$ cat config.mk
export PLATFORM = sky130hd
export DESIGN_NAME = user_break_controller
export DESIGN_NICKNAME = d
export VERILOG_FILES = /design/src/hdl/break_pkg.sv /design/src/hdl/break_channel.sv /design/src/hdl/user_break_controller.sv
export VERILOG_INCLUDE_DIRS = /design/src /design/src/hdl
export SDC_FILE = /design/constraint.sdc
export NUM_CORES = 1
export LEC_CHECK = 0
export BUFFER_PORTS_ARGS = -buffer_cell sky130_fd_sc_hd__buf_2
export CAP_MARGIN = 20
export CORE_UTILIZATION = 54
export CTS_CLUSTER_SIZE = 16
export DETAILED_ROUTE_END_ITERATION = 7
export PLACE_DENSITY = 0.77
export SLEW_MARGIN = 20
export SYNTH_ARGS = -nofsm -noshare
export SYNTH_HDL_FRONTEND = slang
export SYNTH_SLANG_ARGS = --single-unit
$ cat constraint.sdc
create_clock -name clock -period 2.6 [get_ports clock]
set_input_delay 0.26 -clock clock [delete_from_list [all_inputs] [get_ports clock]]
set_output_delay 0.26 -clock clock [all_outputs]
set_load 0.005 [all_outputs]
$ cat src/hdl/break_defs.svh
// Register offsets, field positions, reset values and sizes of the break comparator
`ifndef BREAK_DEFS_SVH
`define BREAK_DEFS_SVH
`define OFS_VALUE_A  8'h00
`define OFS_MASK_A   8'h04
`define OFS_FILTER_A 8'h08
`define OFS_VALUE_B  8'h0C
`define OFS_MASK_B   8'h10
`define OFS_FILTER_B 8'h14
`define OFS_DATA_B   8'h18
`define OFS_DMASK_B  8'h1C
`define OFS_CTRL     8'h20
`define OFS_COUNT    8'h24
`define OFS_STATUS   8'h28
`define OFS_IRQ_MASK 8'h2C
`define PAGE_SRC     4'h3
`define PAGE_DST     4'h4
`define RST_WORD     32'h0000_0000
`define RST_FILTER   8'h00
`define RST_CTRL     6'h00
`define RST_COUNT    12'h000
`define FLT_WIDTH    8
`define FLT_BUS      7:6
`define FLT_KIND     5:4
`define FLT_DIR      3:2
`define FLT_SIZE     1:0
`define CTL_WIDTH    6
`define CTL_SEQ      0
`define CTL_AFTER_A  1
`define CTL_AFTER_B  2
`define CTL_DATA_EN  3
`define CTL_DATA_IDB 4
`define CTL_REPEAT   5
`define CNT_WIDTH    12
`define ST_WIDTH     2
`define ST_A         0
`define ST_B         1
`define NUM_BRANCH   4
`endif

$ cat src/hdl/break_pkg.sv
// Types shared by the break comparator modules
`default_nettype none
`include "break_defs.svh"
package break_pkg;
  typedef logic [31:0] word_t;
  typedef logic [`FLT_WIDTH-1:0] filter_t;
  typedef enum logic [1:0] {
    BUS_NONE  = 2'h0,
    BUS_L     = 2'h1,
    BUS_I     = 2'h2,
    BUS_L_ALT = 2'h3
  } bus_sel_e;
  typedef struct packed {
    word_t                         value_a;
    word_t                         mask_a;
    filter_t                       filter_a;
    word_t                         value_b;
    word_t                         mask_b;
    filter_t                       filter_b;
    word_t                         data_b;
    word_t                         dmask_b;
    logic [`CTL_WIDTH-1:0]         ctrl;
    logic [`CNT_WIDTH-1:0]         count;
    logic [`ST_WIDTH-1:0]          status;
    logic [`ST_WIDTH-1:0]          irq_mask;
    logic                          armed;
    logic                          pend_a;
    logic                          pend_b;
    logic [`NUM_BRANCH-1:0][31:0]  src;
    logic [`NUM_BRANCH-1:0][31:0]  dst;
    word_t                         rdata;
    logic                          irq;
  } state_s;
endpackage
`default_nettype wire

$ cat src/hdl/break_channel.sv
// One break channel: compares an observed bus cycle with its programmed condition
`default_nettype none
`include "break_defs.svh"
module break_channel #(
  parameter bit HAS_DATA = 1'b0
) (
  // Programmed condition
  input  wire break_pkg::word_t   value,
  input  wire break_pkg::word_t   mask,
  input  wire break_pkg::filter_t filter,
  input  wire break_pkg::word_t   data_value,
  input  wire break_pkg::word_t   data_mask,
  input  wire logic               data_en,
  input  wire logic               data_from_idb,
  // Observed bus cycle
  input  wire logic               cyc_valid,
  input  wire logic               cyc_on_i_bus,
  input  wire logic               cyc_fetch,
  input  wire logic               cyc_write,
  input  wire logic [1:0]         cyc_size,
  input  wire break_pkg::word_t   l_bus_address,
  input  wire break_pkg::word_t   i_bus_address,
  input  wire break_pkg::word_t   logic_data_bus,
  input  wire break_pkg::word_t   internal_data_bus,
  // Result
  output logic                    match
);
  import break_pkg::*;

  bus_sel_e bus_sel;
  word_t    addr_sel;
  word_t    data_sel;
  logic     bus_ok;
  logic     kind_ok;
  logic     dir_ok;
  logic     size_ok;
  logic     addr_ok;
  logic     data_ok;

  // Field checks; a kind, direction or size field left at its no-compare code never blocks a match, but bus code 0 does
  always_comb begin
    bus_sel  = bus_sel_e'(filter[`FLT_BUS]);
    addr_sel = (bus_sel == BUS_I) ? i_bus_address : l_bus_address;
    data_sel = data_from_idb ? internal_data_bus : logic_data_bus;
    case (bus_sel)
      BUS_NONE: bus_ok = 1'b0; // No bus chosen, so no address to compare
      BUS_I:    bus_ok = cyc_on_i_bus;
      default:  bus_ok = !cyc_on_i_bus;
    endcase
    case (filter[`FLT_KIND])
      2'h1:    kind_ok = cyc_fetch;
      2'h2:    kind_ok = !cyc_fetch;
      default: kind_ok = 1'b1;
    endcase
    case (filter[`FLT_DIR])
      2'h1:    dir_ok = !cyc_write;
      2'h2:    dir_ok = cyc_write;
      default: dir_ok = 1'b1;
    endcase
    size_ok = (filter[`FLT_SIZE] == 2'h0) || (filter[`FLT_SIZE] == cyc_size);
    addr_ok = ((addr_sel ^ value) & ~mask) == 32'h0000_0000;
    data_ok = !HAS_DATA || !data_en ||
              (((data_sel ^ data_value) & ~data_mask) == 32'h0000_0000);
    match   = cyc_valid && bus_ok && kind_ok && dir_ok && size_ok && addr_ok && data_ok;
  end
endmodule
`default_nettype wire

$ cat src/hdl/user_break_controller.sv
// Two-channel user break comparator with register port and break interrupt
//
// Decided for this implementation: the placing of the registers and the strobed register port.
`default_nettype none
`include "break_defs.svh"
module user_break_controller (
  // Clock and reset
  input  wire logic                    clock,
  input  wire logic                    rst_n,
  // Register port
  input  wire logic [7:0]              reg_addr,
  input  wire break_pkg::word_t        reg_wdata,
  input  wire logic                    reg_wr,
  input  wire logic                    reg_rd,
  output break_pkg::word_t             reg_rdata,
  // Observed processor bus cycle
  input  wire logic                    cyc_valid,
  input  wire logic                    cyc_on_i_bus,
  input  wire logic                    cyc_fetch,
  input  wire logic                    cyc_write,
  input  wire logic [1:0]              cyc_size,
  input  wire break_pkg::word_t        l_bus_address,
  input  wire break_pkg::word_t        i_bus_address,
  input  wire break_pkg::word_t        logic_data_bus,
  input  wire break_pkg::word_t        internal_data_bus,
  // Instruction retire and branch report
  input  wire logic                    insn_retired,
  input  wire logic                    branch_valid,
  input  wire break_pkg::word_t        branch_src,
  input  wire break_pkg::word_t        branch_dst,
  // Interrupt request
  output logic                         break_irq
);
  import break_pkg::*;

  state_s                  st_reg;
  state_s                  st_next;
  logic                    match_a;
  logic                    match_b;
  logic                    a_live;
  logic                    b_live;
  logic                    ev_a;
  logic                    ev_b;
  logic [`ST_WIDTH-1:0]    st_clear;

  ////////////////////////////////////////////////////////////////////////////
  // Channel comparators

  // Channel A has no data compare, so its data inputs are tied off
  break_channel #(.HAS_DATA(1'b0)) u_chan_a (
    .value             (st_reg.value_a),
    .mask              (st_reg.mask_a),
    .filter            (st_reg.filter_a),
    .data_value        (32'h0000_0000),
    .data_mask         (32'hFFFF_FFFF),
    .data_en           (1'b0),
    .data_from_idb     (1'b0),
    .cyc_valid         (cyc_valid),
    .cyc_on_i_bus      (cyc_on_i_bus),
    .cyc_fetch         (cyc_fetch),
    .cyc_write         (cyc_write),
    .cyc_size          (cyc_size),
    .l_bus_address     (l_bus_address),
    .i_bus_address     (i_bus_address),
    .logic_data_bus    (logic_data_bus),
    .internal_data_bus (internal_data_bus),
    .match             (match_a)
  );

  // Channel B adds the masked data compare
  break_channel #(.HAS_DATA(1'b1)) u_chan_b (
    .value             (st_reg.value_b),
    .mask              (st_reg.mask_b),
    .filter            (st_reg.filter_b),
    .data_value        (st_reg.data_b),
    .data_mask         (st_reg.dmask_b),
    .data_en           (st_reg.ctrl[`CTL_DATA_EN]),
    .data_from_idb     (st_reg.ctrl[`CTL_DATA_IDB]),
    .cyc_valid         (cyc_valid),
    .cyc_on_i_bus      (cyc_on_i_bus),
    .cyc_fetch         (cyc_fetch),
    .cyc_write         (cyc_write),
    .cyc_size          (cyc_size),
    .l_bus_address     (l_bus_address),
    .i_bus_address     (i_bus_address),
    .logic_data_bus    (logic_data_bus),
    .internal_data_bus (internal_data_bus),
    .match             (match_b)
  );

  ////////////////////////////////////////////////////////////////////////////
  // Next-state logic

  // Register access, break sequencing, branch capture and interrupt
  always_comb begin
    st_next       = st_reg;
    st_next.rdata = 32'h0000_0000; // Read data stand for one cycle only
    a_live        = 1'b0;
    b_live        = 1'b0;
    ev_a          = 1'b0;
    ev_b          = 1'b0;
    st_clear      = '0;

    // Software writes; narrow registers drop the upper write bits
    if (reg_wr) begin
      case (reg_addr)
        `OFS_VALUE_A:  st_next.value_a  = reg_wdata;
        `OFS_MASK_A:   st_next.mask_a   = reg_wdata;
        `OFS_FILTER_A: st_next.filter_a = reg_wdata[`FLT_WIDTH-1:0];
        `OFS_VALUE_B:  st_next.value_b  = reg_wdata;
        `OFS_MASK_B:   st_next.mask_b   = reg_wdata;
        `OFS_FILTER_B: st_next.filter_b = reg_wdata[`FLT_WIDTH-1:0];
        `OFS_DATA_B:   st_next.data_b   = reg_wdata;
        `OFS_DMASK_B:  st_next.dmask_b  = reg_wdata;
        `OFS_CTRL:     st_next.ctrl     = reg_wdata[`CTL_WIDTH-1:0];
        `OFS_COUNT:    st_next.count    = reg_wdata[`CNT_WIDTH-1:0];
        `OFS_IRQ_MASK: st_next.irq_mask = reg_wdata[`ST_WIDTH-1:0];
        default: ;
      endcase
    end

    // Software reads; unmapped or unaligned addresses return zero
    if (reg_rd) begin
      case (reg_addr)
        `OFS_VALUE_A:  st_next.rdata = st_reg.value_a;
        `OFS_MASK_A:   st_next.rdata = st_reg.mask_a;
        `OFS_FILTER_A: st_next.rdata = {24'h00_0000, st_reg.filter_a};
        `OFS_VALUE_B:  st_next.rdata = st_reg.value_b;
        `OFS_MASK_B:   st_next.rdata = st_reg.mask_b;
        `OFS_FILTER_B: st_next.rdata = {24'h00_0000, st_reg.filter_b};
        `OFS_DATA_B:   st_next.rdata = st_reg.data_b;
        `OFS_DMASK_B:  st_next.rdata = st_reg.dmask_b;
        `OFS_CTRL:     st_next.rdata = {26'h000_0000, st_reg.ctrl};
        `OFS_COUNT:    st_next.rdata = {20'h0_0000, st_reg.count};
        `OFS_IRQ_MASK: st_next.rdata = {30'h0000_0000, st_reg.irq_mask};
        `OFS_STATUS: begin
          st_next.rdata = {30'h0000_0000, st_reg.status};
          st_clear      = st_reg.status; // Reading the status clears it
        end
        default: begin
          if (reg_addr[1:0] == 2'h0 && reg_addr[7:4] == `PAGE_SRC) begin
            st_next.rdata = st_reg.src[reg_addr[3:2]];
          end else if (reg_addr[1:0] == 2'h0 && reg_addr[7:4] == `PAGE_DST) begin
            st_next.rdata = st_reg.dst[reg_addr[3:2]];
          end
        end
      endcase
    end

    // Independent or sequential use of the two channels
    if (st_reg.ctrl[`CTL_SEQ]) begin
      b_live = match_b && st_reg.armed;
      if (b_live) begin
        st_next.armed = 1'b0;
      end
      // Arming takes effect next cycle, so a B hit in the same cycle never counts
      if (match_a) begin
        st_next.armed = 1'b1;
      end
    end else begin
      a_live        = match_a;
      b_live        = match_b;
      st_next.armed = 1'b0;
    end

    // Hardware count-down overrides a software write in the same cycle
    if (b_live && st_reg.ctrl[`CTL_REPEAT]) begin
      if (st_reg.count > 12'h001) begin
        st_next.count = st_reg.count - 12'h001;
        b_live        = 1'b0;
      end else begin
        st_next.count = `RST_COUNT;
      end
    end

    // After-execution breaks wait for the next retire; assumes in-order retire
    if (st_reg.pend_a && insn_retired) begin
      ev_a           = 1'b1;
      st_next.pend_a = 1'b0;
    end
    if (a_live && cyc_fetch && st_reg.ctrl[`CTL_AFTER_A]) begin
      st_next.pend_a = 1'b1;
    end else if (a_live) begin
      ev_a = 1'b1;
    end
    if (st_reg.pend_b && insn_retired) begin
      ev_b           = 1'b1;
      st_next.pend_b = 1'b0;
    end
    if (b_live && cyc_fetch && st_reg.ctrl[`CTL_AFTER_B]) begin
      st_next.pend_b = 1'b1;
    end else if (b_live) begin
      ev_b = 1'b1;
    end

    // Sticky status: a new event beats the read that clears it
    st_next.status = (st_reg.status & ~st_clear) | {ev_b, ev_a};
    st_next.irq    = |(st_next.status & st_next.irq_mask);

    // Branch buffer, newest pair at index 0
    if (branch_valid) begin
      st_next.src = {st_reg.src[`NUM_BRANCH-2:0], branch_src};
      st_next.dst = {st_reg.dst[`NUM_BRANCH-2:0], branch_dst};
    end
  end

  ////////////////////////////////////////////////////////////////////////////
  // State register

  // Everything clears at reset, including the branch buffer
  always_ff @(posedge clock or negedge rst_n) begin
    if (!rst_n) begin
      st_reg          <= '0;
      st_reg.value_a  <= `RST_WORD;
      st_reg.mask_a   <= `RST_WORD;
      st_reg.filter_a <= `RST_FILTER;
      st_reg.ctrl     <= `RST_CTRL;
      st_reg.count    <= `RST_COUNT;
    end else begin
      st_reg <= st_next;
    end
  end

  assign reg_rdata = st_reg.rdata;
  assign break_irq = st_reg.irq;
endmodule
`default_nettype wire

-- After elaboration in Yosys (flattened, before gate mapping)
Index checks and enable logic that the tools add are counted.
- register bits after elaboration: 522
- output and inout port bits: 33
- add/subtract/negate cells: 1
- $lt $le $gt $ge: 2
- equal/unequal tests: 26
- mux-type cells: 42
- bitwise logic cells: 13
- reductions and logical operators: 52
- operators by type and width (kind ; number):
    32-bit case mux with 12 select lines ; 1
    32-bit two-way mux ; 8
    32-bit binary-select mux with 2-bit select ; 2
    32-bit bitwise AND ; 3
    32-bit logical NOT ; 3
    32-bit NOT ; 3
    32-bit bitwise XOR ; 3
    12-bit two-way mux ; 4
    8-bit by 5-bit equality test with 1-bit output (second input constant) ; 4
    8-bit by 6-bit equality test with 1-bit output (second input constant) ; 4
    1-bit logical AND ; 21
    2-bit AND reduction ; 10
    1-bit two-way mux ; 17
    8-bit by 4-bit equality test with 1-bit output (second input constant) ; 2
    2-bit equality test (second input constant) ; 6
    12-bit by 1-bit greater-than comparator with 1-bit output (second input constant) ; 1
    1-bit case mux with 2 select lines ; 6
    12-bit by 1-bit subtractor with 12-bit output (second input constant) ; 1
    2-bit logical NOT ; 5
    2-bit by 1-bit equality test with 1-bit output (second input constant) ; 4
    8-bit by 3-bit equality test with 1-bit output (second input constant) ; 1
    8-bit logical NOT ; 1
    2-bit two-way mux ; 4
    2-bit nonzero test ; 4
    11 further kinds ; 18

-- Depth between registers and ports, before layout
- depth after elaboration: 18
- gate-level depth with buffers: 12
- gate-level depth less buffers: 11

-- Hierarchy
A second synthesis with hierarchy kept.
- cells, all modules: 1996
- area total of the unflattened synthesis: 26451.6 µm²
- by module, submodules not included (module ; times used ; cells each ; area an instance (µm²) ; sequential area each (µm²)):
    user_break_controller ; 1 ; 1669 ; 23744.0 ; 13062.5
    break_channel (u_chan_b) ; 1 ; 210 ; 1755.4 ; 0.0
    break_channel (u_chan_a) ; 1 ; 117 ; 952.2 ; 0.0

-- Worst setup path after synthesis
No wires, ideal clock.
- path type: register to register
- from: register st_reg[312] (netlist name)
- to: register st_reg[299] (netlist name)
- library setup time: 0.065 ns
- arrival time: 2.601 ns
- data required time: 2.535 ns
- setup slack: -0.066 ns
- stages on the path, launching flop included: 13
- path buffers: 3
- period minus slack after synthesis: 2.666 ns
- cells stage by stage: dfrtp_1 -> buf_2 -> buf_2 -> mux2i_1 -> xor2_1 -> o22ai_1 -> nor4_1 -> and4_1 -> o2111ai_4 -> or3_4 -> buf_6 -> o22a_1 -> nand2_1
- word-level cells in the longest chain between the ends: 11
- elaborated cells between the ends (all ways): 13
- those cells by class: 3 x mux; 2 x bitwise; 8 x reduce/logical
- RTL lines (item ; line ; source):
    start, declared ; user_break_controller.sv:36 ; state_s st_reg;
    start signal, assigned ; user_break_controller.sv:220 ; st_reg <= st_next;
    32-bit two-way mux * ; break_channel.sv:44 ; data_sel = data_from_idb ? internal_data_bus : logic_data_bus;
    32-bit bitwise XOR * ; break_channel.sv:63 ; (((data_sel ^ data_value) & ~data_mask) == 32'h0000_0000);
    32-bit bitwise AND * ; break_channel.sv:63 ;
    32-bit logical NOT * ; break_channel.sv:63 ;
    1-bit logical OR * ; break_channel.sv:62 ; data_ok = !HAS_DATA || !data_en ||
    1-bit logical AND * ; break_channel.sv:64 ; match = cyc_valid && bus_ok && kind_ok && dir_ok && size_ok && addr_ok && data_ok;
    1-bit logical AND ; user_break_controller.sv:152 ; b_live = match_b && st_reg.armed;
    1-bit two-way mux * ; user_break_controller.sv:151 ; if (st_reg.ctrl[`CTL_SEQ]) begin
    1-bit logical AND * ; user_break_controller.sv:167 ; if (b_live && st_reg.ctrl[`CTL_REPEAT]) begin
    2-bit nonzero test (no source line) ; - ;
    2-bit AND reduction (no source line) ; - ;
Mark *: on every way between the ends. The rest lies on a longest branch, timed or not.
A chain may end at the register's enable or synchronous reset.

-- Final worst setup path
- from: register st_reg[385] (netlist name)
- to: register st_reg[305] (netlist name)
- word-level cells in the longest chain between the ends: 13
- elaborated cells between the ends (all ways): 20
- those cells by class: 1 x eq/ne; 4 x mux; 2 x bitwise; 13 x reduce/logical
- RTL lines (item ; line):
    parallel branches: the longest is 6 deep, another holds 32-bit two-way mux ; -
    1-bit logical AND * (2 in series) ; break_channel.sv:64
    1-bit logical AND ; user_break_controller.sv:152
    1-bit two-way mux * ; user_break_controller.sv:151
    1-bit logical AND * ; user_break_controller.sv:167
    2-bit nonzero test (no source line) ; -
    2-bit AND reduction (no source line) ; -
Every way passes the cells marked *.

==> run_results.csv <==
group,metric,value,unit
synthesis,synthArstFlopShare,100,%
worst_setup_path,end_kind,"flip-flop",
synthesis,syn-cell-area,25500,µm²
routing,met3_length,6800,µm
synthesis,synth_cell_types,54,
floorplanning,die_h,219,µm
global_route,grt_usage,33.6,%
routing,dr.pass1.iters,8,
placed_design,hpwlAfterDp,55200,µm
clock_network,numCtsBuffers,55,
clock_network,cts_sinks,522,
global_route,grt_pass1_wl,119000,µm
timing,slew_violations,0,
routing,highest_layer,"met5",
pwr,total_power,20.1,mW
pwr,leakagePower,14.8,nW
timing,fin_ws,-0.331,ns
min_path,min_to,"st_reg[498]",
routing,ant_nets,0,
timing,hold_viol,0,
worst_setup_path,worstPathMaxFanout,7,
run_status,outcome,"complete, but fails checks",
clock_network,clkLatencyLatePin,0.62,ns
synthesis,synth_edf_count,0,
floorplanning,start_util,54.8,%
routing,routed-wl-met2,38000,µm
routing,dr_total_vias,18800,
worst_setup_path,crit_arrival,3.42,ns
global_route,antenna_found_initial,3,
floorplanning,core_area,46600,µm²
pwr,powerDensity,643,nW/µm²
timing,slew_headroom,52.5,%
synthesis,synthFlopType,"dfrtp_1",
min_path,hold_path_depth,2,
min_path,hold_class,"in -> reg",
timing,fmax,341,MHz
placed_design,dpl_cell_area,28300,µm²
job,max_cap_violations,0,
worst_setup_path,startpoint_type,"flip-flop",
floorplanning,die_area,48200,µm²
layout,multiInputGateArea,11900,µm²
pwr,ir_drop,0.548,mV
layout,nets,2555,
synthesis,seq_area_frac_synth,51.2,%
synthesis,syn_nets,2137,
synthesis,yosysWarningCount,0,
clock_network,cts_tree,"built",
routing,drc,0,
synthesis,ys_ff_latch,522,
global_route,grt.overflow.total,0,
timing,finalSetupViolCount,16,
clock_network,cts.htree.levels,2,
timing,fin_worst_skew,0.0243,ns
timing,timing.final.crit_share,113,%
layout,fill_cells,3340,
global_route,grt_max_degree,78,
layout,antenna_cells,0,
clock_network,cts-root-buf,"clkbuf_16",
routing,viasPerCell,6.37,
min_path,hold_start,"reg_wdata[8]",
worst_setup_path,reg2reg_depth,13,
floorplanning,io_pins,277,
layout,layout-drive-gt1-share,46.4,%
clock_network,cts.path.max_buffers,3,
timing,fin_crit,2.93,ns
placed_design,routabilityCongestion,0.984,
placed_design,portBuffers,276,
run_status,violations,"setup timing",
layout,final_cell_area,31300,µm²
routing,wl_per_cell,27.3,µm
timing,worst_pin_slew,0.712,ns
floorplanning,num_rows,79,
worst_setup_path,rr_startpoint,"st_reg[385]",
global_route,grt_pass1_vias,19300,
routing,m1WireLength,31800,µm
synthesis,synth_area_per_cell,13.6,µm²
worst_setup_path,worst_ep_required_time,3.09,ns
worst_setup_path,reg2reg_slack,-0.33,ns
layout,syn_to_final_growth,22.5,%
clock_network,clk_pin_slew,0.06,ns
worst_setup_path,worstSetupPathType,"reg -> reg",
layout,register_area,13100,µm²
synthesis,synth_cells,1883,
routing,drt_iter0_drc,1817,
layout,largest_reg_flops,489,
worst_setup_path,r2r_end,"st_reg[305]",
floorplanning,die_w,219,µm
timing,rsz0062_at_grt,"true",
routing,wl,80500,µm
## worst max path at each step
| stage | endpoint | start |
|---|---|---|
| detailed placement | st_reg[304] | st_reg[312] |
| floorplan | st_reg[299] | st_reg[384] |
| global route | st_reg[299] | st_reg[385] |
| finish | st_reg[305] | st_reg[385] |
| CTS | st_reg[305] | st_reg[312] |
| global placement | st_reg[304] | st_reg[312] |
## repair_timing
item / 4_1_cts / 5_1_grt
hold buffers: 85 / 0
hold endpoints to repair: 239 / 0
endpoints found under the setup margin: 18 / 18
buffers inserted: 8 / 9
gates resized for setup: 38 / 25
pin swaps: 14 / 16
cloned: 1 / 1
## layout by cell type (no fill, tap or decap), types with 19 or more instances in the layout
master and n:
dfrtp_1 521, mux2_2 472, buf_2 273, buf_4 111
mux2i_1 91, xor2_1 90, dlygate4sd3_1 85, mux4_2 64
clkbuf_16 57, nand2_1 49, a22o_1 48, a21oi_1 42
o21ai_0 42, o22ai_1 39, a31oi_1 33, a22oi_1 29
buf_12 28, a222oi_1 27, clkbuf_1 22, nor2_1 21
inv_1 19, a221oi_1 19
## metal layers
metal	vias up	GRT usage [%]
met2	942	53.4
met4	6	15.6
met3	208	6.85
li1	7906	-
met1	9714	44.3
met5	-	0
## logic make-up (layout without fill, tap and decap cells)
logic type / after synthesis / after routing / synth area share [%]
AND/OR/NAND/NOR: 143 / 143 / 2.99
AO/OA/AOI/OAI: 307 / 307 / 8.47
flip-flops: 522 / 522 / 51.2
buffers and inverters: 168 / 626 / 3.18
XOR/XNOR: 94 / 94 / 3.22
multiplexers: 639 / 639 / 30.5
adder cells (fa/ha/maj): 10 / 10 / 0.490
## synth_stat cells (3+ instances only)
master | count | area (µm²)
a22o_1 | 48 | 420
buf_1 | 30 | 113
o22ai_1 | 45 | 282
nand4_1 | 3 | 18.8
a31oi_1 | 33 | 206
nor4_1 | 8 | 50.1
buf_2 | 6 | 30.0
a211oi_1 | 3 | 22.5
or2_1 | 7 | 43.8
a222oi_1 | 27 | 270
nor2b_1 | 7 | 43.8
a221oi_1 | 19 | 166
buf_4 | 32 | 240
a21oi_1 | 44 | 220
dfrtp_1 | 522 | 13100
xnor2_1 | 4 | 35.0
o21ai_0 | 45 | 225
mux2_2 | 472 | 5320
mux2i_1 | 103 | 1030
ha_1 | 10 | 125
buf_6 | 7 | 78.8
a22oi_1 | 29 | 218
nand3_1 | 6 | 30.0
nor2_1 | 29 | 109
xor2_1 | 90 | 788
or3_1 | 4 | 25.0
mux4_2 | 64 | 1440
or4_1 | 5 | 37.5
clkbuf_1 | 74 | 278
inv_1 | 19 | 71.3
nand2b_1 | 4 | 25.0
nand3b_1 | 5 | 37.5
nand2_1 | 49 | 184
## final cells by class
type	instances	area share [%]
Clock buffer	86	5.10
Clock inverter	11	0.316
Inverter	19	0.228
Multi-Input combinational cell	1193	38.1
Sequential cell	522	41.8
Tap cell	607	2.43
Timing Repair Buffer	510	12.1
## per-stage QoR
stage / std cells / setup WS [ns] / hold slack (ns) / utilization, % / setup TNS, ns
3_5_place_dp: 2749 / -0.536 / 0.315 / 60.8 / -6.83
2_1_floorplan: 1883 / 0.00202 / -0.0356 / - / 0
3_3_place_gp: 2749 / -0.461 / 0.313 / 60.8 / -5.57
5_1_grt: 2948 / -0.438 / 0.0212 / 67.2 / -5.87
6_report: 2948 / -0.331 / 0.00802 / 67.2 / -4.14
4_1_cts: 2940 / -0.396 / 0.0110 / 66.8 / -5.08
## power breakdown
part	internal (mW)	total, mW	leakage (nW)	switching (mW)
sequential	9.00	9.71	6.67	0.701
clock	4.29	7.52	0.831	3.24
combinational	1.63	2.89	7.25	1.26
## critical path, cell delays in order, from the launching register on
cell and delay (ns):
dfrtp_1 0.41, nand2b_4 0.18, buf_4 0.16, mux2i_1 0.23
xor2_1 0.21, o22ai_1 0.13, nor4_2 0.34, buf_4 0.16
o211ai_1 0.08, buf_4 0.18, nor3_4 0.29, buf_6 0.18
a21oi_1 0.04, or2_1 0.22
(Power assumes the default switching activity.)
